[src/inc/dpc_regs.svh]
`ifndef DPC_REGS_SVH
`define DPC_REGS_SVH
// Register indices; byte address is four times the index
`define DPC_IDX_MISC_CLK 8'h02
`define DPC_IDX_SYS_CTRL 8'h08
`define DPC_IDX_PIX_CTRL1 8'h10
`define DPC_IDX_PIX_SEL 8'h11
`define DPC_IDX_FIXED_REF 8'h14
`define DPC_IDX_SYS_REF 8'h15
`define DPC_IDX_SYS_FB 8'h16
`define DPC_IDX_SYS_POST 8'h17
`define DPC_IDX_SYS_RANGE 8'h18
`define DPC_IDX_B0_M 8'h20
`define DPC_IDX_B0_N 8'h21
`define DPC_IDX_B0_P 8'h22
`define DPC_IDX_B0_C 8'h23
`define DPC_IDX_B1_M 8'h24
`define DPC_IDX_B1_N 8'h25
`define DPC_IDX_B1_P 8'h26
`define DPC_IDX_B1_C 8'h27
`define DPC_IDX_B2_M 8'h28
`define DPC_IDX_B2_N 8'h29
`define DPC_IDX_B2_P 8'h30
`define DPC_IDX_B2_C 8'h31
`define DPC_IDX_B3_M 8'h32
`define DPC_IDX_B3_N 8'h33
`define DPC_IDX_B3_P 8'h34
`define DPC_IDX_B3_C 8'h35
`define DPC_IDX_RB_POST 8'h8c
`define DPC_IDX_RB_RANGE 8'h8d
`define DPC_IDX_RB_FB 8'h8e
`define DPC_IDX_RB_REF 8'h8f
`define DPC_IDX_STATUS 8'h90
// Field positions and bank source codes
`define DPC_BIT_PIX_EN 0
`define DPC_BIT_SYS_EN 0
`define DPC_BIT_SYS_PROG 4
`define DPC_SRC_PINS 3'h4
`define DPC_SRC_REG 3'h5
// Field limits
`define DPC_FB_MIN 7'h02
`define DPC_POST_MAX 3'h4
`define DPC_SYS_POST_MIN 3'h1
// Values used by the legacy system path
`define DPC_LEGACY_SYS_POST 3'h1
`define DPC_LEGACY_SYS_RANGE 2'h1
// Reset values
`define DPC_RST_MISC_CLK 8'h01
`define DPC_RST_SYS_CTRL 8'h01
`define DPC_RST_FB_RATIO 8'h03
`define DPC_RST_REF_RATIO 7'h01
`define DPC_RST_POST_RATIO 4'h1
`define DPC_RST_LEGACY 1'b1
`endif

[src/design/dummy_unused.sv]
`timescale 1ns/1ns
`default_nettype none
`default_nettype wire

[src/inc/dpc_pkg.sv]
`include "dpc_regs.svh"
package dpc_pkg;
  // Where the active pixel bank comes from
  typedef enum logic [1:0] {
    DPC_SRC_LEGACY, DPC_SRC_EXT, DPC_SRC_INT
  } dpc_src_t;

  typedef struct packed {
    logic [7:0] m;
    logic [7:0] n;
    logic [7:0] p;
    logic [7:0] c;
  } dpc_bank_t;

  typedef struct packed {
    logic [7:0] misc_clk;
    logic [7:0] sys_ctrl;
    logic [7:0] pix_ctrl1;
    logic [7:0] pix_sel;
    logic [7:0] fixed_ref;
    logic [7:0] sys_ref;
    logic [7:0] sys_fb;
    logic [7:0] sys_post;
    logic [7:0] sys_range;
    dpc_bank_t [3:0] bank;
    logic [7:0] sys_fb_r;
    logic [6:0] sys_ref_r;
    logic [1:0] sys_rng;
    logic [7:0] pix_fb_r;
    logic [6:0] pix_ref_r;
    logic [1:0] pix_rng;
    logic [2:0] pix_post;
    logic [1:0] pix_bank;
    logic pix_legacy;
    logic [7:0] rdata;
  } dpc_state_t;

  typedef struct packed {
    logic [2:0] code;
    logic [3:0] ratio;
  } dpc_post_t;

  // Feedback ratio is field plus one; illegal low codes clamp up
  function automatic logic [7:0] dpc_fb_ratio(input logic [7:0] code);
    logic [6:0] m;
    m = code[6:0];
    if (m < `DPC_FB_MIN) m = `DPC_FB_MIN;
    return {1'b0, m} + 8'h01;
  endfunction : dpc_fb_ratio

  function automatic logic dpc_fb_bad(input logic [7:0] code);
    return code[7] || (code[6:0] < `DPC_FB_MIN);
  endfunction : dpc_fb_bad

  // Reference ratio is field plus one, 1 to 64
  function automatic logic [6:0] dpc_ref_ratio(input logic [7:0] code);
    return {1'b0, code[5:0]} + 7'h01;
  endfunction : dpc_ref_ratio

  // Zero divides by one, 1 to 4 twice the code; codes above 4 act as 4
  function automatic logic [3:0] dpc_post_ratio(input logic [2:0] code);
    logic [2:0] p;
    p = (code > `DPC_POST_MAX) ? `DPC_POST_MAX : code;
    return (p == 3'h0) ? 4'h1 : {p, 1'b0};
  endfunction : dpc_post_ratio
endpackage : dpc_pkg

[src/design/dpc_pin_sync.sv]
`timescale 1ns/1ns
`default_nettype none
module dpc_pin_sync #(
  parameter int WIDTH = 2
) (
  // Clock and reset
  input wire logic clk,
  input wire logic rst_n,
  // Asynchronous pins in, synchronised level out
  input wire logic [WIDTH-1:0] pins,
  output logic [WIDTH-1:0] pins_sync
);
  typedef struct packed {
    logic [WIDTH-1:0] s1;
    logic [WIDTH-1:0] s2;
  } dpc_sync_t;

  dpc_sync_t q;
  dpc_sync_t d;

  // First stage feeds only the second stage
  always_comb begin
    d = q;
    d.s1 = pins;
    d.s2 = q.s1;
  end

  always_ff @(posedge clk or negedge rst_n) begin
    if (!rst_n) begin
      q <= '0;
    end else begin
      q <= d;
    end
  end

  assign pins_sync = q.s2;
endmodule : dpc_pin_sync
`default_nettype wire

[src/design/dpc_post_apply.sv]
`timescale 1ns/1ns
`default_nettype none
`include "dpc_regs.svh"
module dpc_post_apply
  import dpc_pkg::*;
#(
  parameter bit PROTECT = 1'b1
) (
  // Clock and reset
  input wire logic clk,
  input wire logic rst_n,
  // Requested code and oscillator divider boundary
  input wire logic [2:0] code_in,
  input wire logic boundary,
  // Applied code and ratio
  output logic [2:0] code_q,
  output logic [3:0] ratio_q
);
  dpc_post_t q;
  dpc_post_t d;

  // Protected path waits for the divider boundary; bare path does not
  always_comb begin
    d = q;
    if (!PROTECT || boundary) begin
      d.code = code_in;
      d.ratio = dpc_post_ratio(code_in);
    end
  end

  always_ff @(posedge clk or negedge rst_n) begin
    if (!rst_n) begin
      q.code <= 3'h0;
      q.ratio <= `DPC_RST_POST_RATIO;
    end else begin
      q <= d;
    end
  end

  assign code_q = q.code;
  assign ratio_q = q.ratio;
endmodule : dpc_post_apply
`default_nettype wire

[src/design/dpc_pll_ctrl.sv]
// Behaviour
// - Feedback field 2..127 legal; ratio is field plus one, 3..128.
// - Reference field 0..63; ratio is field plus one, 1..64.
// - Post field 0 divides by one, except the system field, which treats 0 as 1; 1..4 divide by twice the field.
// - Feedback or reference change alone moves output without glitch.
// - Pixel post divider change is applied unprotected and may glitch.
// - System post divider change applies on the oscillator boundary.
// - Bank switch behaves like individual field changes.
// - Program-mode one uses system reference, feedback, post, range regs.
// - Bank source 100 picks the pixel bank from the select pins.
// - Bank source 101 picks the pixel bank from bank-select bits 1:0.
// - Four pixel banks of feedback, reference, post, range values.
// - Legacy bank source 000..011 uses the fixed reference divider.
// - Read-only registers return pixel values actually in use.
// - In legacy mode post and range readback are undefined.
// - Both synthesisers enabled after reset and follow programming.
// - Disabled synthesiser ignores feedback and reference; post applies.
// - Writing zero to an enable bit disables that synthesiser.
//
// The APB interface to the registers was decided locally.
`timescale 1ns/1ns
`default_nettype none
`include "dpc_regs.svh"
module dpc_pll_ctrl
  import dpc_pkg::*;
#(
  parameter int ADDR_W = 12
) (
  // Clock and reset
  input wire logic pclk,
  input wire logic presetn,
  // APB slave
  input wire logic psel,
  input wire logic penable,
  input wire logic pwrite,
  input wire logic [ADDR_W-1:0] paddr,
  input wire logic [31:0] pwdata,
  input wire logic [3:0] pstrb,
  output logic [31:0] prdata,
  output logic pready,
  output logic pslverr,
  // Board bank select pins
  input wire logic [1:0] bank_select_pins,
  // System synthesiser
  input wire logic sys_vco_boundary,
  output logic sys_synth_enable,
  output logic [7:0] sys_feedback_ratio,
  output logic [6:0] sys_ref_ratio,
  output logic [3:0] sys_post_ratio,
  output logic [1:0] sys_range,
  // Pixel synthesiser
  output logic pixel_synth_enable,
  output logic [7:0] pix_feedback_ratio,
  output logic [6:0] pix_ref_ratio,
  output logic [3:0] pix_post_ratio,
  output logic [1:0] pix_range,
  output logic pix_legacy_mode
);
  // Index field needs address bits 9:2
  if (ADDR_W < 10) begin : g_chk
    $error("dpc_pll_ctrl: ADDR_W must be at least 10");
  end

  dpc_state_t q;
  dpc_state_t d;
  logic [1:0] pins_s;
  logic [2:0] pix_post_code;
  logic [2:0] sys_post_code;
  logic [3:0] pix_post_r;
  logic [3:0] sys_post_r;
  logic dec_ok;

  // Index of one bank field; bank 2 upper fields are not contiguous
  function automatic logic [7:0] bank_idx(input int b, input int f);
    logic [7:0] r;
    r = 8'h00;
    case (b * 4 + f)
      0: r = `DPC_IDX_B0_M;
      1: r = `DPC_IDX_B0_N;
      2: r = `DPC_IDX_B0_P;
      3: r = `DPC_IDX_B0_C;
      4: r = `DPC_IDX_B1_M;
      5: r = `DPC_IDX_B1_N;
      6: r = `DPC_IDX_B1_P;
      7: r = `DPC_IDX_B1_C;
      8: r = `DPC_IDX_B2_M;
      9: r = `DPC_IDX_B2_N;
      10: r = `DPC_IDX_B2_P;
      11: r = `DPC_IDX_B2_C;
      12: r = `DPC_IDX_B3_M;
      13: r = `DPC_IDX_B3_N;
      14: r = `DPC_IDX_B3_P;
      15: r = `DPC_IDX_B3_C;
      default: r = 8'h00;
    endcase
    return r;
  endfunction : bank_idx

  // One field of a bank, by field number
  function automatic logic [7:0] bank_fld(input dpc_bank_t bk,
                                          input int f);
    logic [7:0] r;
    r = 8'h00;
    case (f)
      0: r = bk.m;
      1: r = bk.n;
      2: r = bk.p;
      3: r = bk.c;
      default: r = 8'h00;
    endcase
    return r;
  endfunction : bank_fld

  // Read-only indices refuse writes
  function automatic logic is_ro(input logic [7:0] idx);
    return idx == `DPC_IDX_RB_POST || idx == `DPC_IDX_RB_RANGE ||
           idx == `DPC_IDX_RB_FB || idx == `DPC_IDX_RB_REF ||
           idx == `DPC_IDX_STATUS;
  endfunction : is_ro

  // Decoded bank source
  function automatic dpc_src_t src_of(input logic [7:0] ctrl1);
    dpc_src_t s;
    case (ctrl1[2:0])
      `DPC_SRC_PINS: s = DPC_SRC_EXT;
      `DPC_SRC_REG: s = DPC_SRC_INT;
      default: s = DPC_SRC_LEGACY;
    endcase
    return s;
  endfunction : src_of

  // Board pins are asynchronous to pclk
  dpc_pin_sync #(
    .WIDTH(2)
  ) u_pin_sync (
    .clk(pclk),
    .rst_n(presetn),
    .pins(bank_select_pins),
    .pins_sync(pins_s)
  );

  // System post divider waits for the oscillator boundary
  dpc_post_apply #(
    .PROTECT(1'b1)
  ) u_sys_post (
    .clk(pclk),
    .rst_n(presetn),
    .code_in(sys_post_code),
    .boundary(sys_vco_boundary),
    .code_q(),
    .ratio_q(sys_post_r)
  );

  // Pixel post divider has no protection by design
  dpc_post_apply #(
    .PROTECT(1'b0)
  ) u_pix_post (
    .clk(pclk),
    .rst_n(presetn),
    .code_in(pix_post_code),
    .boundary(1'b0),
    .code_q(),
    .ratio_q(pix_post_r)
  );

  // Decode, register writes, selection and read data
  always_comb begin
    logic [7:0] idx;
    logic addr_ok;
    logic mapped;
    logic wr;
    logic [7:0] wd;
    logic [7:0] rd;
    logic [1:0] sel;
    dpc_bank_t act;
    dpc_src_t src;
    logic sys_prog;
    logic [2:0] sp;
    idx = paddr[9:2];
    addr_ok = (paddr[1:0] == 2'b00);
    if (ADDR_W > 10) begin
      addr_ok = addr_ok && ((paddr >> 10) == '0);
    end
    mapped = 1'b0;
    wd = pwdata[7:0];
    rd = 8'h00;
    sel = 2'h0;
    sp = 3'h0;
    d = q;

    // Mapping check for the bus answer
    case (idx)
      `DPC_IDX_MISC_CLK, `DPC_IDX_SYS_CTRL, `DPC_IDX_PIX_CTRL1,
      `DPC_IDX_PIX_SEL, `DPC_IDX_FIXED_REF, `DPC_IDX_SYS_REF,
      `DPC_IDX_SYS_FB, `DPC_IDX_SYS_POST, `DPC_IDX_SYS_RANGE: begin
        mapped = 1'b1;
      end
      default: begin
        mapped = is_ro(idx);
      end
    endcase
    for (int b = 0; b < 4; b++) begin
      for (int f = 0; f < 4; f++) begin
        if (idx == bank_idx(b, f)) begin
          mapped = 1'b1;
        end
      end
    end
    mapped = mapped && addr_ok;

    // Writes land in the access phase; only lane 0 carries data
    wr = psel && penable && pwrite && mapped && !is_ro(idx) && pstrb[0];
    if (wr) begin
      case (idx)
        `DPC_IDX_MISC_CLK: d.misc_clk = wd;
        `DPC_IDX_SYS_CTRL: d.sys_ctrl = wd;
        `DPC_IDX_PIX_CTRL1: d.pix_ctrl1 = wd;
        `DPC_IDX_PIX_SEL: d.pix_sel = wd;
        `DPC_IDX_FIXED_REF: d.fixed_ref = wd;
        `DPC_IDX_SYS_REF: d.sys_ref = wd;
        `DPC_IDX_SYS_FB: d.sys_fb = wd;
        `DPC_IDX_SYS_POST: d.sys_post = wd;
        `DPC_IDX_SYS_RANGE: d.sys_range = wd;
        default: begin
        end
      endcase
      for (int b = 0; b < 4; b++) begin
        if (idx == bank_idx(b, 0)) d.bank[b].m = wd;
        if (idx == bank_idx(b, 1)) d.bank[b].n = wd;
        if (idx == bank_idx(b, 2)) d.bank[b].p = wd;
        if (idx == bank_idx(b, 3)) d.bank[b].c = wd;
      end
    end

    // Active pixel bank; legacy modes still follow the pins
    src = src_of(q.pix_ctrl1);
    case (src)
      DPC_SRC_EXT: sel = pins_s;
      DPC_SRC_INT: sel = q.pix_sel[1:0];
      default: sel = pins_s;
    endcase
    act = q.bank[sel];

    // Pixel values in use, recomputed every cycle so changes follow
    d.pix_bank = sel;
    d.pix_legacy = (src == DPC_SRC_LEGACY);
    d.pix_fb_r = dpc_fb_ratio(act.m);
    if (src == DPC_SRC_LEGACY) begin
      d.pix_ref_r = dpc_ref_ratio(q.fixed_ref);
      d.pix_post = 3'h0;
    end else begin
      d.pix_ref_r = dpc_ref_ratio(act.n);
      d.pix_post = act.p[2:0];
    end
    d.pix_rng = act.c[1:0];

    // System values; legacy mode ignores the post and range registers
    sys_prog = q.sys_ctrl[`DPC_BIT_SYS_PROG];
    d.sys_fb_r = dpc_fb_ratio(q.sys_fb);
    d.sys_ref_r = dpc_ref_ratio(q.sys_ref);
    if (sys_prog) begin
      sp = q.sys_post[2:0];
      // Zero is not a system ratio; treat it as the smallest legal code
      if (sp < `DPC_SYS_POST_MIN) sp = `DPC_SYS_POST_MIN;
      d.sys_rng = q.sys_range[1:0];
    end else begin
      sp = `DPC_LEGACY_SYS_POST;
      d.sys_rng = `DPC_LEGACY_SYS_RANGE;
    end
    sys_post_code = sp;
    pix_post_code = q.pix_post;

    // Read data registered in setup so it stands through access
    case (idx)
      `DPC_IDX_MISC_CLK: rd = q.misc_clk;
      `DPC_IDX_SYS_CTRL: rd = q.sys_ctrl;
      `DPC_IDX_PIX_CTRL1: rd = q.pix_ctrl1;
      `DPC_IDX_PIX_SEL: rd = q.pix_sel;
      `DPC_IDX_FIXED_REF: rd = q.fixed_ref;
      `DPC_IDX_SYS_REF: rd = q.sys_ref;
      `DPC_IDX_SYS_FB: rd = q.sys_fb;
      `DPC_IDX_SYS_POST: rd = q.sys_post;
      `DPC_IDX_SYS_RANGE: rd = q.sys_range;
      `DPC_IDX_RB_FB: rd = q.pix_fb_r - 8'h01;
      `DPC_IDX_RB_REF: rd = {1'b0, q.pix_ref_r - 7'h01};
      // Undefined in legacy mode; shown as zero there
      `DPC_IDX_RB_POST: rd = q.pix_legacy ? 8'h00 :
                              {5'h00, q.pix_post};
      `DPC_IDX_RB_RANGE: rd = q.pix_legacy ? 8'h00 :
                               {6'h00, q.pix_rng};
      `DPC_IDX_STATUS: rd = {1'b0, q.pix_legacy, q.pix_bank,
                             q.sys_post[2:0] == 3'h0,
                             q.sys_post[2:0] > `DPC_POST_MAX,
                             dpc_fb_bad(q.sys_fb),
                             dpc_fb_bad(q.bank[q.pix_bank].m)};
      default: rd = 8'h00;
    endcase
    for (int b = 0; b < 4; b++) begin
      for (int f = 0; f < 4; f++) begin
        if (idx == bank_idx(b, f)) rd = bank_fld(q.bank[b], f);
      end
    end
    if (psel && !penable) begin
      d.rdata = (mapped && !pwrite) ? rd : 8'h00;
    end
  end

  // Enables, in-use ratios and legacy flag load reset values; other registers clear
  always_ff @(posedge pclk or negedge presetn) begin
    if (!presetn) begin
      q <= '0;
      q.misc_clk <= `DPC_RST_MISC_CLK;
      q.sys_ctrl <= `DPC_RST_SYS_CTRL;
      q.sys_fb_r <= `DPC_RST_FB_RATIO;
      q.sys_ref_r <= `DPC_RST_REF_RATIO;
      q.pix_fb_r <= `DPC_RST_FB_RATIO;
      q.pix_ref_r <= `DPC_RST_REF_RATIO;
      q.pix_legacy <= `DPC_RST_LEGACY;
    end else begin
      q <= d;
    end
  end

  // Zero-wait bus answer; errors for misaligned or unmapped accesses and read-only writes
  assign pready = 1'b1;
  assign pslverr = psel && penable &&
                   (!(paddr[1:0] == 2'b00 &&
                      (ADDR_W <= 10 || (paddr >> 10) == '0)) ||
                    !dec_ok || (pwrite && is_ro(paddr[9:2])));
  assign prdata = {24'h000000, q.rdata};

  // Enable straight from its bit; a disabled loop ignores M and N
  assign sys_synth_enable = q.sys_ctrl[`DPC_BIT_SYS_EN];
  assign pixel_synth_enable = q.misc_clk[`DPC_BIT_PIX_EN];
  assign sys_feedback_ratio = q.sys_fb_r;
  assign sys_ref_ratio = q.sys_ref_r;
  // Post ratio is never gated by enable
  assign sys_post_ratio = sys_post_r;
  assign sys_range = q.sys_rng;
  assign pix_feedback_ratio = q.pix_fb_r;
  assign pix_ref_ratio = q.pix_ref_r;
  assign pix_post_ratio = pix_post_r;
  assign pix_range = q.pix_rng;
  assign pix_legacy_mode = q.pix_legacy;

  // Mapping seen by the error answer, same decode as above
  always_comb begin
    dec_ok = is_ro(paddr[9:2]);
    case (paddr[9:2])
      `DPC_IDX_MISC_CLK, `DPC_IDX_SYS_CTRL, `DPC_IDX_PIX_CTRL1,
      `DPC_IDX_PIX_SEL, `DPC_IDX_FIXED_REF, `DPC_IDX_SYS_REF,
      `DPC_IDX_SYS_FB, `DPC_IDX_SYS_POST, `DPC_IDX_SYS_RANGE: begin
        dec_ok = 1'b1;
      end
      default: begin
      end
    endcase
    for (int b = 0; b < 4; b++) begin
      for (int f = 0; f < 4; f++) begin
        if (paddr[9:2] == bank_idx(b, f)) dec_ok = 1'b1;
      end
    end
  end
endmodule : dpc_pll_ctrl
`default_nettype wire

[config.mk]
export PLATFORM = sky130hd
export DESIGN_NAME = dpc_pll_ctrl
export DESIGN_NICKNAME = d
export VERILOG_FILES = /design/src/design/dummy_unused.sv /design/src/inc/dpc_pkg.sv /design/src/design/dpc_pin_sync.sv /design/src/design/dpc_post_apply.sv /design/src/design/dpc_pll_ctrl.sv
export VERILOG_INCLUDE_DIRS = /design/src /design/src/inc
export SDC_FILE = /design/constraint.sdc
export NUM_CORES = 1
export LEC_CHECK = 0
export ABC_AREA = 0
export BUFFER_PORTS_ARGS = -buffer_cell sky130_fd_sc_hd__buf_2
export CAP_MARGIN = 15
export CORE_MARGIN = 5
export CORE_UTILIZATION = 64
export DETAILED_ROUTE_END_ITERATION = 7
export PLACE_DENSITY = 0.93
export SYNTH_ARGS = -nofsm -noshare
export SYNTH_HDL_FRONTEND = slang
export SYNTH_SLANG_ARGS = --single-unit
[constraint.sdc]
create_clock -name pclk -period 8.3 [get_ports pclk]
set_clock_uncertainty 0.15 [all_clocks]
set_input_delay 2.49 -clock pclk [delete_from_list [all_inputs] [get_ports pclk]]
set_output_delay 2.49 -clock pclk [all_outputs]
set_load 0.01 [all_outputs]
# Yosys cells after proc, flatten, opt, wreduce, memory -nomap -nowiden
# Cells that the tools add are included.
word_totals:
  ff_bits: 260
  inputBits: 56
  out_inout_bits: 79
classes:
  n_addsub: 7
  n_lt_le_gt_ge: 9
  n_eq_ne: 49
  muxes: 70
  n_reduce_logical: 56
op_table:
  columns: ["operator", "count"]
  rows:
  - ["$mux W8", 33]
  - ["$bmux W32 S2", 2]
  - ["$eq A8 B6 Y1 const B", 16]
  - ["$eq A8 B8 Y1", 16]
  - ["$pmux W8 S14", 1]
  - ["$eq A8 B5 Y1 const B", 7]
  - ["$reduce_and A2 Y1", 25]
  - ["$eq A8 B8 Y1 const B", 5]
  - ["$mux W32", 1]
  - ["$mux W31", 1]
  - ["$add A6 B1 Y7 const B", 3]
  - ["$lt A7 B2 Y1 const B", 3]
  - ["$mux W7", 3]
  - ["$mux W3", 6]
  - ["$mux W1", 17]
  - ["$add A7 B1 Y8 const B", 2]
  - ["$logic_not A12 Y1", 1]
  - ["$logic_and A1 B1 Y1", 11]
  - ["$gt A3 B3 Y1 const B", 3]
  - ["$logic_not A3 Y1", 3]
  - ["$reduce_or A9 Y1", 1]
  - ["$eq A8 B2 Y1 const B", 1]
  - ["$eq A8 B4 Y1 const B", 1]
  - ["$logic_or A1 B1 Y1", 8]
  - ["other kinds (11)", 21]

# Longest topological paths before layout
# Gate-level depths: netlist (run 1).
logic_depth:
  depth_word: 29
  mapped_depth: 12
  ltp_nobuf: 11

# Cells and area by module
# From an unflattened synthesis (run 1), not the netlist that was laid out.
unflattened:
  cells_unflattened: 1236
  area_unflattened_um2: 14131.1
modules_own_cells:
  columns: ["module", "n_inst", "cells_per_inst", "area_per_inst_um2", "seq_area_each_um2"]
  rows:
  - ["dpc_pll_ctrl", 1, 1198, 13539.2, 6217.2]
  - ["dpc_post_apply (u_sys_post)", 1, 23, 291.5, 176.4]
  - ["dpc_post_apply (u_pix_post)", 1, 11, 200.2, 176.4]
  - ["dpc_pin_sync", 1, 4, 100.1, 100.1]

# Worst setup path after synthesis (run 1)
# No wires, ideal clock.
synth_path:
  kind: "input-to-output"
  start: "in paddr[3]"
  end: "out pslverr"
  arrival_time_ps: 3836
  required_time_ps: 5660
  setup_slack_ps: 1824
  path_stages: 6
  path_buffers: 1
  cell_sequence: "buf_6 or4_4 nor4b_4 nor2_1 a41oi_2 a21oi_1"
synth_via:
  elab_chain_len: 26
synth_lines:
  columns: ["item", "line", "text"]
  rows:
  - ["from (decl)", "dpc_pll_ctrl.sv:36", "input wire logic [ADDR_W-1:0] paddr,"]
  - ["$eq A8 B8 Y1", null, null]
  - ["$logic_or A1 B1 Y1 (no source line) (4 in series)", null, null]
  - ["$mux W1", "dpc_pll_ctrl.sv:349", "case (paddr[9:2])"]
  - ["$mux W1 (16 in series)", "dpc_pll_ctrl.sv:360", "if (paddr[9:2] == bank_idx(b, f)) dec_ok = 1'b1;"]
  - ["$logic_not A1 Y1", "dpc_pll_ctrl.sv:329", "!dec_ok || (pwrite && is_ro(paddr[9:2])));"]
  - ["$logic_or A1 B1 Y1", "dpc_pll_ctrl.sv:328", "(ADDR_W <= 10 || (paddr >> 10) == '0)) ||"]
  - ["$logic_or A1 B1 Y1 *", "dpc_pll_ctrl.sv:329", null]
  - ["$logic_and A1 B1 Y1 *", "dpc_pll_ctrl.sv:326", "assign pslverr = psel && penable &&"]
  - ["to (decl)", "dpc_pll_ctrl.sv:41", "output logic pslverr,"]
# Every way passes the cells marked *; elsewhere a longest branch is shown, timed or not.

# Worst setup path after layout (run 1)
layout_path:
  start: "in paddr[4]"
  end: "out pslverr"
# Same word-level chain as after synthesis.

==> impl_metrics.yaml, run 1 <==
clock_network:
  post_cts_buffers: 0
  cts_hold_buffers: 0
  clock-root-buffer: "clkbuf_16"
  clk_path_buf_depth: 3
  cts.reportedPaths.clkPinSlew_ns: 0.06
  htreeDepth: 1
  post_cts_resized: 0
  cts_buffers: 27
  clock_latency_ns: 0.54
  cts_tree: "done"
  cts_num_sinks: 260
die:
  start_util_pct: 65.1
  die_h_um: 156
  die_w_um: 156
  die_area_um2: 24400
  row_count: 53
  ios: 135
  core_um2: 21000
pwr:
  ir_worst_vdd_v: 0.000173
  leakage_nw: 7.11
  power_density_nw_per_um2: 177
critical_path:
  crit_required_ns: 5.66
  cp-end-kind: "primary output"
  cp-start-kind: "input port"
  cp_cell_sequence: "buf_2, or4_4, nor4b_4, nor2_1, a41oi_2, a21oi_1, buf_2"
  worstPathArrival_ns: 4.54
  cp_common_cell: "buf_2"
  slowest_delay_ns: 0.66
  crit_fanout: 30
  cp_slowest_cell: "or4_4"
  path_class: "input port to primary output"
sta:
  post-route-min-period_ns: 7.18
  finalHoldWorstSlack_ns: 0.208
  final.setup.tns_ns: 0
  setup_viol: 0
  slew_headroom_pct: 35.7
  tightestPinTransition_ns: 0.940
  min_period_over_period_pct: 86.5
  setup_slack_ns: 1.12
  rsz0062_at_grt: "no"
  final_hold_viol_count: 0
  fmax_mhz: 139
  slew_violations: 0
finish:
  fillers: 1494
  num-nets-final: 1272
  drive_gt1_share_pct: 32.9
  diodes: 0
  final_cell_area_um2: 14700
  fin_util_pct: 70.1
  syn_to_final_growth_pct: 7.70
detailed_routing:
  via_per_inst: 6.94
  vias: 10400
  drt_iter0_markers: 1581
  dr.pass1.iters: 6
  drc: 0
  post_drt_wl_per_cell_um: 29.3
  routed_wl_um: 44200
  postRouteAntennaNets: 0
yosys:
  yosys.area.top_type_share_pct: 45.5
  synth_common_cells: "dfrtp_1, mux2_2, nand2_1"
  synth_seq_cells: 260
  synth_area_leaders: "dfrtp_1, mux2_2, buf_4, nand2_1, mux4_2"
  synth_most_common_cell: "dfrtp_1"
  synthFlopType: "dfrtp_1"
  syn_area_um2: 13700
  async_flop_share_pct: 100
  post-synth-top-area-cell: "dfrtp_1"
  yosysWarnings: 0
  syn_avg_cell_area_um2: 11.6
  synth_cell_types: 84
  synth_edf_count: 0
  ys_seq_area_share_pct: 47.6
  postSynthCellCount: 1185
place:
  placed_area_um2: 13900
  place_ws_ns: 1.18
  place.gp.congestion: 1.02
  hpwl_um: 31300
  io_buffers: 82
job:
  maxCapViolCount: 0
hold_path:
  hold_path_class: "flip-flop to flip-flop"
global_routing:
  grt_max_degree: 108
  track_usage_pct: 36.5
  antenna_found_initial: 0
  grt_pass1_vias: 10600
  grt_overflow_total: 0
  grt_pass1_wl_um: 67100
status:
  outcome: "complete, no violations"
[logic make-up after synthesis]
kind of cell	count (synthesis)	share of synthesized area (%)
simple gates	299	12.5
flops	260	47.6
fa+ha+maj	6	0.548
buf+inv	152	6.75
other cells	2	0.0549
compound gates	195	9.78
xor+xnor	29	1.86
mux	242	20.9
[placed cells by master, fill, tap and decap left out, types with 5 or more instances in the layout]
cell / netlist / final
a22oi_1: 15 / 15
o21ai_0: 38 / 38
and3_1: 9 / 9
nor2_4: 7 / 7
buf_2: 18 / 81
nor4_1: 18 / 17
inv_1: 23 / 23
nor2_1: 48 / 48
a222oi_1: 5 / 5
or4_1: 5 / 5
clkbuf_16: 0 / 27
dfrtp_1: 249 / 249
nand2b_1: 7 / 7
a21oi_1: 39 / 39
and2_1: 7 / 7
clkbuf_8: 0 / 5
o22ai_1: 16 / 16
buf_4: 72 / 20
a221oi_1: 9 / 9
nand3_1: 36 / 36
nor3_1: 22 / 22
nand2_1: 81 / 81
conb_1: 2 / 25
ha_1: 6 / 6
dfstp_2: 11 / 11
mux4_2: 13 / 13
xor2_1: 9 / 9
or3_1: 5 / 5
xnor2_1: 20 / 20
mux2_2: 206 / 206
nor2b_1: 11 / 11
mux2i_1: 21 / 20
clkbuf_1: 32 / 10
a211oi_1: 6 / 6
o221ai_1: 6 / 6
o211ai_1: 9 / 9
a22o_1: 5 / 5
nand4_1: 6 / 6
[where the power goes]
part	internal, W	switching [W]	total (W)
sequential	0.00127	0.00000211	0.00127
combinational	0.0000289	0.000109	0.000138
clock	0.000708	0.000493	0.00120
[worst paths after layout]
kind	endpoint	slack, ns	cells after the start	from
max reg2reg	pix_feedback_ratio[6]	4.92	11	q[225]
min	u_pin_sync.pins_sync[0]	0.21	0	u_pin_sync.d[0]
max in group asynchronous	q[128]	4.65	2	presetn
max	pslverr	1.12	7	paddr[4]
min reg2reg	u_pin_sync.pins_sync[0]	0.21	0	u_pin_sync.d[0]
min in group asynchronous	sys_ref_ratio[1]	1.84	1	presetn
[registers in the layout (all words and copies together), names as in the netlist]
signal                count
u_pin_sync.d              2
pix_legacy_mode           1
u_sys_post.ratio_q        4
sys_ref_ratio             7
pix_ref_ratio             7
sys_synth_enable          1
pix_range                 2
u_pix_post.ratio_q        4
pix_post_code             3
prdata                    8
sys_feedback_ratio        8
u_pin_sync.pins_sync      2
sys_range                 2
q                       200
pixel_synth_enable        1
pix_feedback_ratio        8
[per-stage QoR]
step,total power [W],std cells
after floorplan,0.00137,1208
after global placement,0.00143,1456
after detailed placement,0.00143,1456
after CTS,0.00262,1505
after global routing,0.00269,1505
final,0.00261,1505
[routing by layer]
| layer | part of all wire, % | global-route usage (%) | routed length (um) | up-vias |
|---|---|---|---|---|
| met5 | 0 | 0 | 0 | - |
| met4 | 5.3 | 16.1 | 2340 | 0 |
| met3 | 13 | 10.3 | 5650 | 166 |
| met2 | 44 | 54.0 | 19400 | 742 |
| met1 | 38 | 50.7 | 16800 | 5205 |
| li1 | - | - | - | 4328 |
[worst max-delay path: cells and delay by family]
kind | cells | cell delay (ns)
buffers and inverters | 2 | 0.48
AOI/OAI and AO/OA | 2 | 0.32
and+or+nand+nor | 3 | 1.24
[area by class of cell]
cell class,count,area (um2),share of cell area [%]
sequential,260,6520,44.2
clock buffer,42,782,5.30
timing repair buffer,102,571,3.87
clock inverter,7,93.8,0.636
tap,275,344,2.33
inverter,23,86.3,0.586
multi-input combinational,796,6350,43.1
Note: power is estimated with default switching activity, not from simulation.
==> run 2, diff against run 1 <==
--- a/config.mk
+++ b/config.mk
@@ -12,6 +12,7 @@
 export CORE_MARGIN = 5
 export CORE_UTILIZATION = 64
 export DETAILED_ROUTE_END_ITERATION = 7
+export MAX_ROUTING_LAYER = met4
 export PLACE_DENSITY = 0.93
 export SYNTH_ARGS = -nofsm -noshare
 export SYNTH_HDL_FRONTEND = slang
==> constraint.sdc (replaced) <==
create_clock -name pclk -period 8.9 [get_ports pclk]
set_clock_uncertainty 0.15 [all_clocks]
set_input_delay 2.67 -clock pclk [delete_from_list [all_inputs] [get_ports pclk]]
set_output_delay 2.67 -clock pclk [all_outputs]
set_load 0.01 [all_outputs]
==> run 2 against run 1 <==
Effect of this change:
- critical path depth unchanged
- worst setup slack improved by 0.19 ns
- register-to-register slack improved by 0.50 ns
- critical endpoint unchanged
- sequential power decreased by 6%
- highest routed layer unchanged
- sequential share of layout area decreased by 0.15 points
- flip-flop and latch count unchanged
- largest cell class unchanged
- first-iteration DRC count decreased by 3.8%
- die area unchanged
- clock-buffer cell count decreased by 2
- global-route usage increased by 1.6 points
- core utilization increased by 0.24 points
- hold slack got worse by 0.0075 ns
==> impl_metrics.yaml, run 2 (synthesis gave the netlist of run 1 again) <==
status:
  outcome: "complete, no violations"
sta:
  slew_headroom_pct: 29.8
  tightestPinTransition_ns: 1.05
  min_period_over_period_pct: 85.3
  setup_viol: 0
  post-route-min-period_ns: 7.59
  slew_violations: 0
  final_hold_viol_count: 0
  fmax_mhz: 132
  final.setup.tns_ns: 0
  rsz0062_at_grt: "no"
die:
  core_um2: 21000
  start_util_pct: 65.1
  die_area_um2: 24400
  die_h_um: 156
  die_w_um: 156
  ios: 135
  row_count: 53
global_routing:
  grt_pass1_wl_um: 67400
  grt_overflow_total: 0
  grt_max_degree: 103
  track_usage_pct: 38.1
  grt_pass1_vias: 10500
  antenna_found_initial: 1
detailed_routing:
  postRouteAntennaNets: 0
  via_per_inst: 7.06
  dr.pass1.iters: 6
  drt_iter0_markers: 1521
  post_drt_wl_per_cell_um: 30.0
  drc: 0
  routed_wl_um: 45100
  vias: 10600
hold_path:
  hold_path_class: "flip-flop to flip-flop"
  worstHoldStart: "u_pin_sync.d[0]"
  holdPathStages: 0
  holdPathEnd: "u_pin_sync.pins_sync[0]"
clock_network:
  post_cts_buffers: 0
  cts_tree: "done"
  cts.reportedPaths.clkPinSlew_ns: 0.06
  cts_buffers: 27
  clock_latency_ns: 0.53
  clock-root-buffer: "clkbuf_16"
  cts_hold_buffers: 0
  clk_path_buf_depth: 3
  htreeDepth: 1
  cts_num_sinks: 260
  post_cts_resized: 0
critical_path:
  r2r_slack_ns: 5.42
  worstPathArrival_ns: 4.77
  path_buf_inv: 2
  crit_required_ns: 6.08
  regToRegStartpoint: "q[225]"
  reg2reg_to: "pix_feedback_ratio[6]"
  path_class: "input port to primary output"
  slowest_delay_ns: 0.66
  cp_common_cell: "buf_2"
  cp_slowest_cell: "or4_4"
  cp-end-kind: "primary output"
  crit_fanout: 31
  worstRegToRegCells: 11
  cp-start-kind: "input port"
  cp_cell_sequence: "buf_2, or4_4, nor4b_4, nor2_1, a41oi_2, a21oi_1, buf_2"
  crit_family: "simple AND/OR/NAND/NOR gates"
finish:
  syn_to_final_growth_pct: 8.07
  num-nets-final: 1268
  drive_gt1_share_pct: 32.7
  top_register: "q"
  largest_reg_flops: 200
  final_common_cell: "dfrtp_1"
  final_cell_mix: "dfrtp_1, mux2_2, nand2_1, buf_2, nor2_1"
job:
  maxCapViolCount: 0
pwr:
  power_density_nw_per_um2: 171
  leakage_nw: 7.14
  ir_worst_vdd_v: 0.000183
  power_w: 0.00254
place:
  place.gp.congestion: 1.05
  io_buffers: 82
  hpwl_um: 31200
## run 2: stage by stage
step	utilization [%]	instance area, um2	cells	setup WS, ns	hold WS [ns]
2_1_floorplan	-	13800	1208	2.06	0.181
3_3_place_gp	65.8	13800	1452	1.38	0.183
3_5_place_dp	65.8	13800	1452	1.37	0.193
4_1_cts	70.4	14800	1501	1.36	0.206
5_1_grt	70.4	14800	1502	1.20	0.222
6_report	70.4	14800	1502	1.31	0.201
## run 2: worst max-delay path by stage
stage	startpoint	to	slack, ns	depth (start not counted)
2_1_floorplan	paddr[3]	pslverr	2.06	6
3_3_place_gp	paddr[5]	pslverr	1.38	7
3_5_place_dp	paddr[5]	pslverr	1.37	7
4_1_cts	paddr[5]	pslverr	1.36	7
5_1_grt	paddr[5]	pslverr	1.20	7
6_report	paddr[5]	pslverr	1.31	7
## run 2: layer usage
| layer | vias to the layer above | wire length (um) | part of all wire, % | GRT usage [%] |
|---|---|---|---|---|
| met5 | - | 0 | 0 | - |
| met4 | 0 | 2050 | 4.5 | 14.0 |
| met3 | 159 | 5520 | 12 | 7.80 |
| met2 | 823 | 20100 | 45 | 55.6 |
| met1 | 5300 | 17400 | 39 | 53.4 |
| li1 | 4323 | - | - | - |
## run 2: final cells by class
type,count,area [um2]
Antenna cell,1,2.50
Clock buffer,40,754
Clock inverter,9,199
Fill cell,1447,6230
Inverter,23,86.3
Multi-Input combinational cell,796,6350
Sequential cell,260,6520
Tap cell,275,344
Timing Repair Buffer,98,541
## run 2: report_power, final
part           internal (W)  switching, W
registers           0.00118    0.00000193
logic             0.0000264      0.000102
clock network      0.000759      0.000462
==> run 3, diff against run 2 <==
--- a/config.mk
+++ b/config.mk
@@ -10,10 +10,10 @@
 export BUFFER_PORTS_ARGS = -buffer_cell sky130_fd_sc_hd__buf_2
 export CAP_MARGIN = 15
 export CORE_MARGIN = 5
-export CORE_UTILIZATION = 64
+export CORE_UTILIZATION = 35
 export DETAILED_ROUTE_END_ITERATION = 7
 export MAX_ROUTING_LAYER = met4
-export PLACE_DENSITY = 0.93
+export PLACE_DENSITY = 0.6
 export SYNTH_ARGS = -nofsm -noshare
 export SYNTH_HDL_FRONTEND = slang
 export SYNTH_SLANG_ARGS = --single-unit
==> constraint.sdc (replaced) <==
create_clock -name pclk -period 8 [get_ports pclk]
set_clock_uncertainty 0.15 [all_clocks]
set_input_delay 2.4 -clock pclk [delete_from_list [all_inputs] [get_ports pclk]]
set_output_delay 2.4 -clock pclk [all_outputs]
set_load 0.01 [all_outputs]
==> run 3 against run 2 <==
Effect of this change:
- combinational power is 14% higher
- first-iteration DRC count fell by 44%
- die area rose by 77%
- sequential power is 11% higher
- non-clock buffer count increased by 4
- critical path depth stayed put
- core utilization decreased by 31 points
- register-to-register slack got worse by 0.70 ns
==> impl_metrics.yaml, run 3 (synthesis gave the netlist of run 1 again) <==
status:
  outcome: "complete, no violations"
critical_path:
  cp_common_cell: "buf_2"
  crit_fanout: 26
  crit_required_ns: 5.45
  slowest_delay_ns: 0.60
  cp-end-kind: "primary output"
  worstRegToRegCells: 11
  cp_cell_sequence: "buf_2, or4_4, nor4b_4, nor2_1, a41oi_2, a21oi_1, buf_2"
  worstPathArrival_ns: 4.46
  cp-start-kind: "input port"
  crit_start: "paddr[3]"
  regToRegStartpoint: "q[225]"
  path_class: "input port to primary output"
  cp_slowest_cell: "or4_4"
sta:
  post-route-min-period_ns: 7.01
  final_hold_viol_count: 0
  setup_viol: 0
  slew_violations: 0
  setup_slack_ns: 0.988
  rsz0062_at_grt: "no"
  final.setup.tns_ns: 0
  tightestPinTransition_ns: 1.05
  fmax_mhz: 143
  min_period_over_period_pct: 87.6
  slew_headroom_pct: 28.9
hold_path:
  worstHoldStart: "u_pin_sync.d[1]"
  holdPathStages: 0
  hold_path_class: "flip-flop to flip-flop"
detailed_routing:
  via_per_inst: 5.73
  drt_iter0_markers: 853
  post_drt_wl_per_cell_um: 26.8
  routed_wl_um: 46900
  drc: 0
  vias: 10000
  dr.pass1.iters: 5
  postRouteAntennaNets: 0
clock_network:
  cts.reportedPaths.clkPinSlew_ns: 0.06
  htreeDepth: 1
  post_cts_resized: 0
  cts_hold_buffers: 0
  cts_tree: "done"
  clock-root-buffer: "clkbuf_16"
  clk_path_buf_depth: 3
  clock_latency_ns: 0.57
  post_cts_buffers: 0
  cts_num_sinks: 260
  cts_buffers: 28
place:
  place.gp.congestion: 0.955
  hpwl_um: 33600
  placed_area_um2: 14200
  io_buffers: 82
  place_ws_ns: 1.03
job:
  maxCapViolCount: 0
finish:
  multi_input_area_um2: 6370
  num-nets-final: 1273
  diodes: 0
  final_cell_mix: "dfrtp_1, mux2_2, nand2_1, buf_2, nor2_1"
  largest_reg_flops: 200
  seq_area_um2: 6520
  drive_gt1_share_pct: 33.3
  fillers: 3730
  final_common_cell: "dfrtp_1"
  final_cell_area_um2: 15200
  syn_to_final_growth_pct: 11.0
  fin_util_pct: 39.3
  top_register: "q"
die:
  start_util_pct: 35.4
  core_um2: 38600
  die_h_um: 208
  die_area_um2: 43200
  die_w_um: 208
  ios: 135
  row_count: 72
pwr:
  p_sw_w: 0.000673
  clkPwrFrac_pct: 48.8
  power_density_nw_per_um2: 188
  seq_power_share_pct: 46.1
  leakage_nw: 7.18
  p_comb_share_pct: 5.1
  power_w: 0.00286
  netSwitchingFraction_pct: 23.5
  internal_power_w: 0.00219
  ir_worst_vdd_v: 0.000119
global_routing:
  grt_pass1_vias: 10000
  antenna_found_initial: 0
  grt_max_degree: 128
  track_usage_pct: 21.7
  met3_usage_pct: 4.91
  grtUsageMet2_pct: 32.7
  busiest_layer: "met2"
  grt_pass1_wl_um: 69100
  grtUsageMet1_pct: 28.7
  grt_overflow_total: 0
==> run 3: per-stage QoR <==
stage | hold WS [ns] | instances
2_1_floorplan | 0.181 | 1208
3_3_place_gp | 0.187 | 1699
3_5_place_dp | 0.202 | 1699
4_1_cts | 0.216 | 1751
5_1_grt | 0.227 | 1751
6_report | 0.209 | 1751
==> run 3: final timing paths <==
path                                            to  slack [ns]
max in group asynchronous         pix_ref_ratio[3]        4.38
min in group asynchronous         sys_ref_ratio[3]        1.78
setup reg to reg             pix_feedback_ratio[6]        4.72
hold / removal             u_pin_sync.pins_sync[1]        0.21
hold reg to reg            u_pin_sync.pins_sync[1]        0.21
setup / recovery                           pslverr        0.99
==> run 3: cell type report <==
class	count	area share, %
Multi-Input combinational cell	796	41.9
Clock inverter	11	1.14
Timing Repair Buffer	102	3.76
Sequential cell	260	42.9
Clock buffer	41	5.40
Tap cell	518	4.27
Inverter	23	0.568
==> run 3: critical path, delay by kind of cell <==
kind                   cells  cell delay (ns)
and+or+nand+nor            3             1.23
buffers and inverters      2             0.46
AOI/OAI and AO/OA          2             0.36
==> run 3: power by group through the flow <==
stage | sequential, W | clock [W] | combinational (W)
2_1_floorplan | 0.00134 | 0 | 0.0000812
3_3_place_gp | 0.00134 | 0 | 0.000146
3_5_place_dp | 0.00134 | 0 | 0.000147
4_1_cts | 0.00132 | 0.00142 | 0.000147
5_1_grt | 0.00132 | 0.00147 | 0.000158
6_report | 0.00132 | 0.00140 | 0.000147
==> run 3: routing by layer <==
metal  part of all wire [%]  up-vias
li1                       -     4337
met1                     42     5135
met2                     45      464
met3                    8.2      105
met4                    4.6        0
met5                      0        -
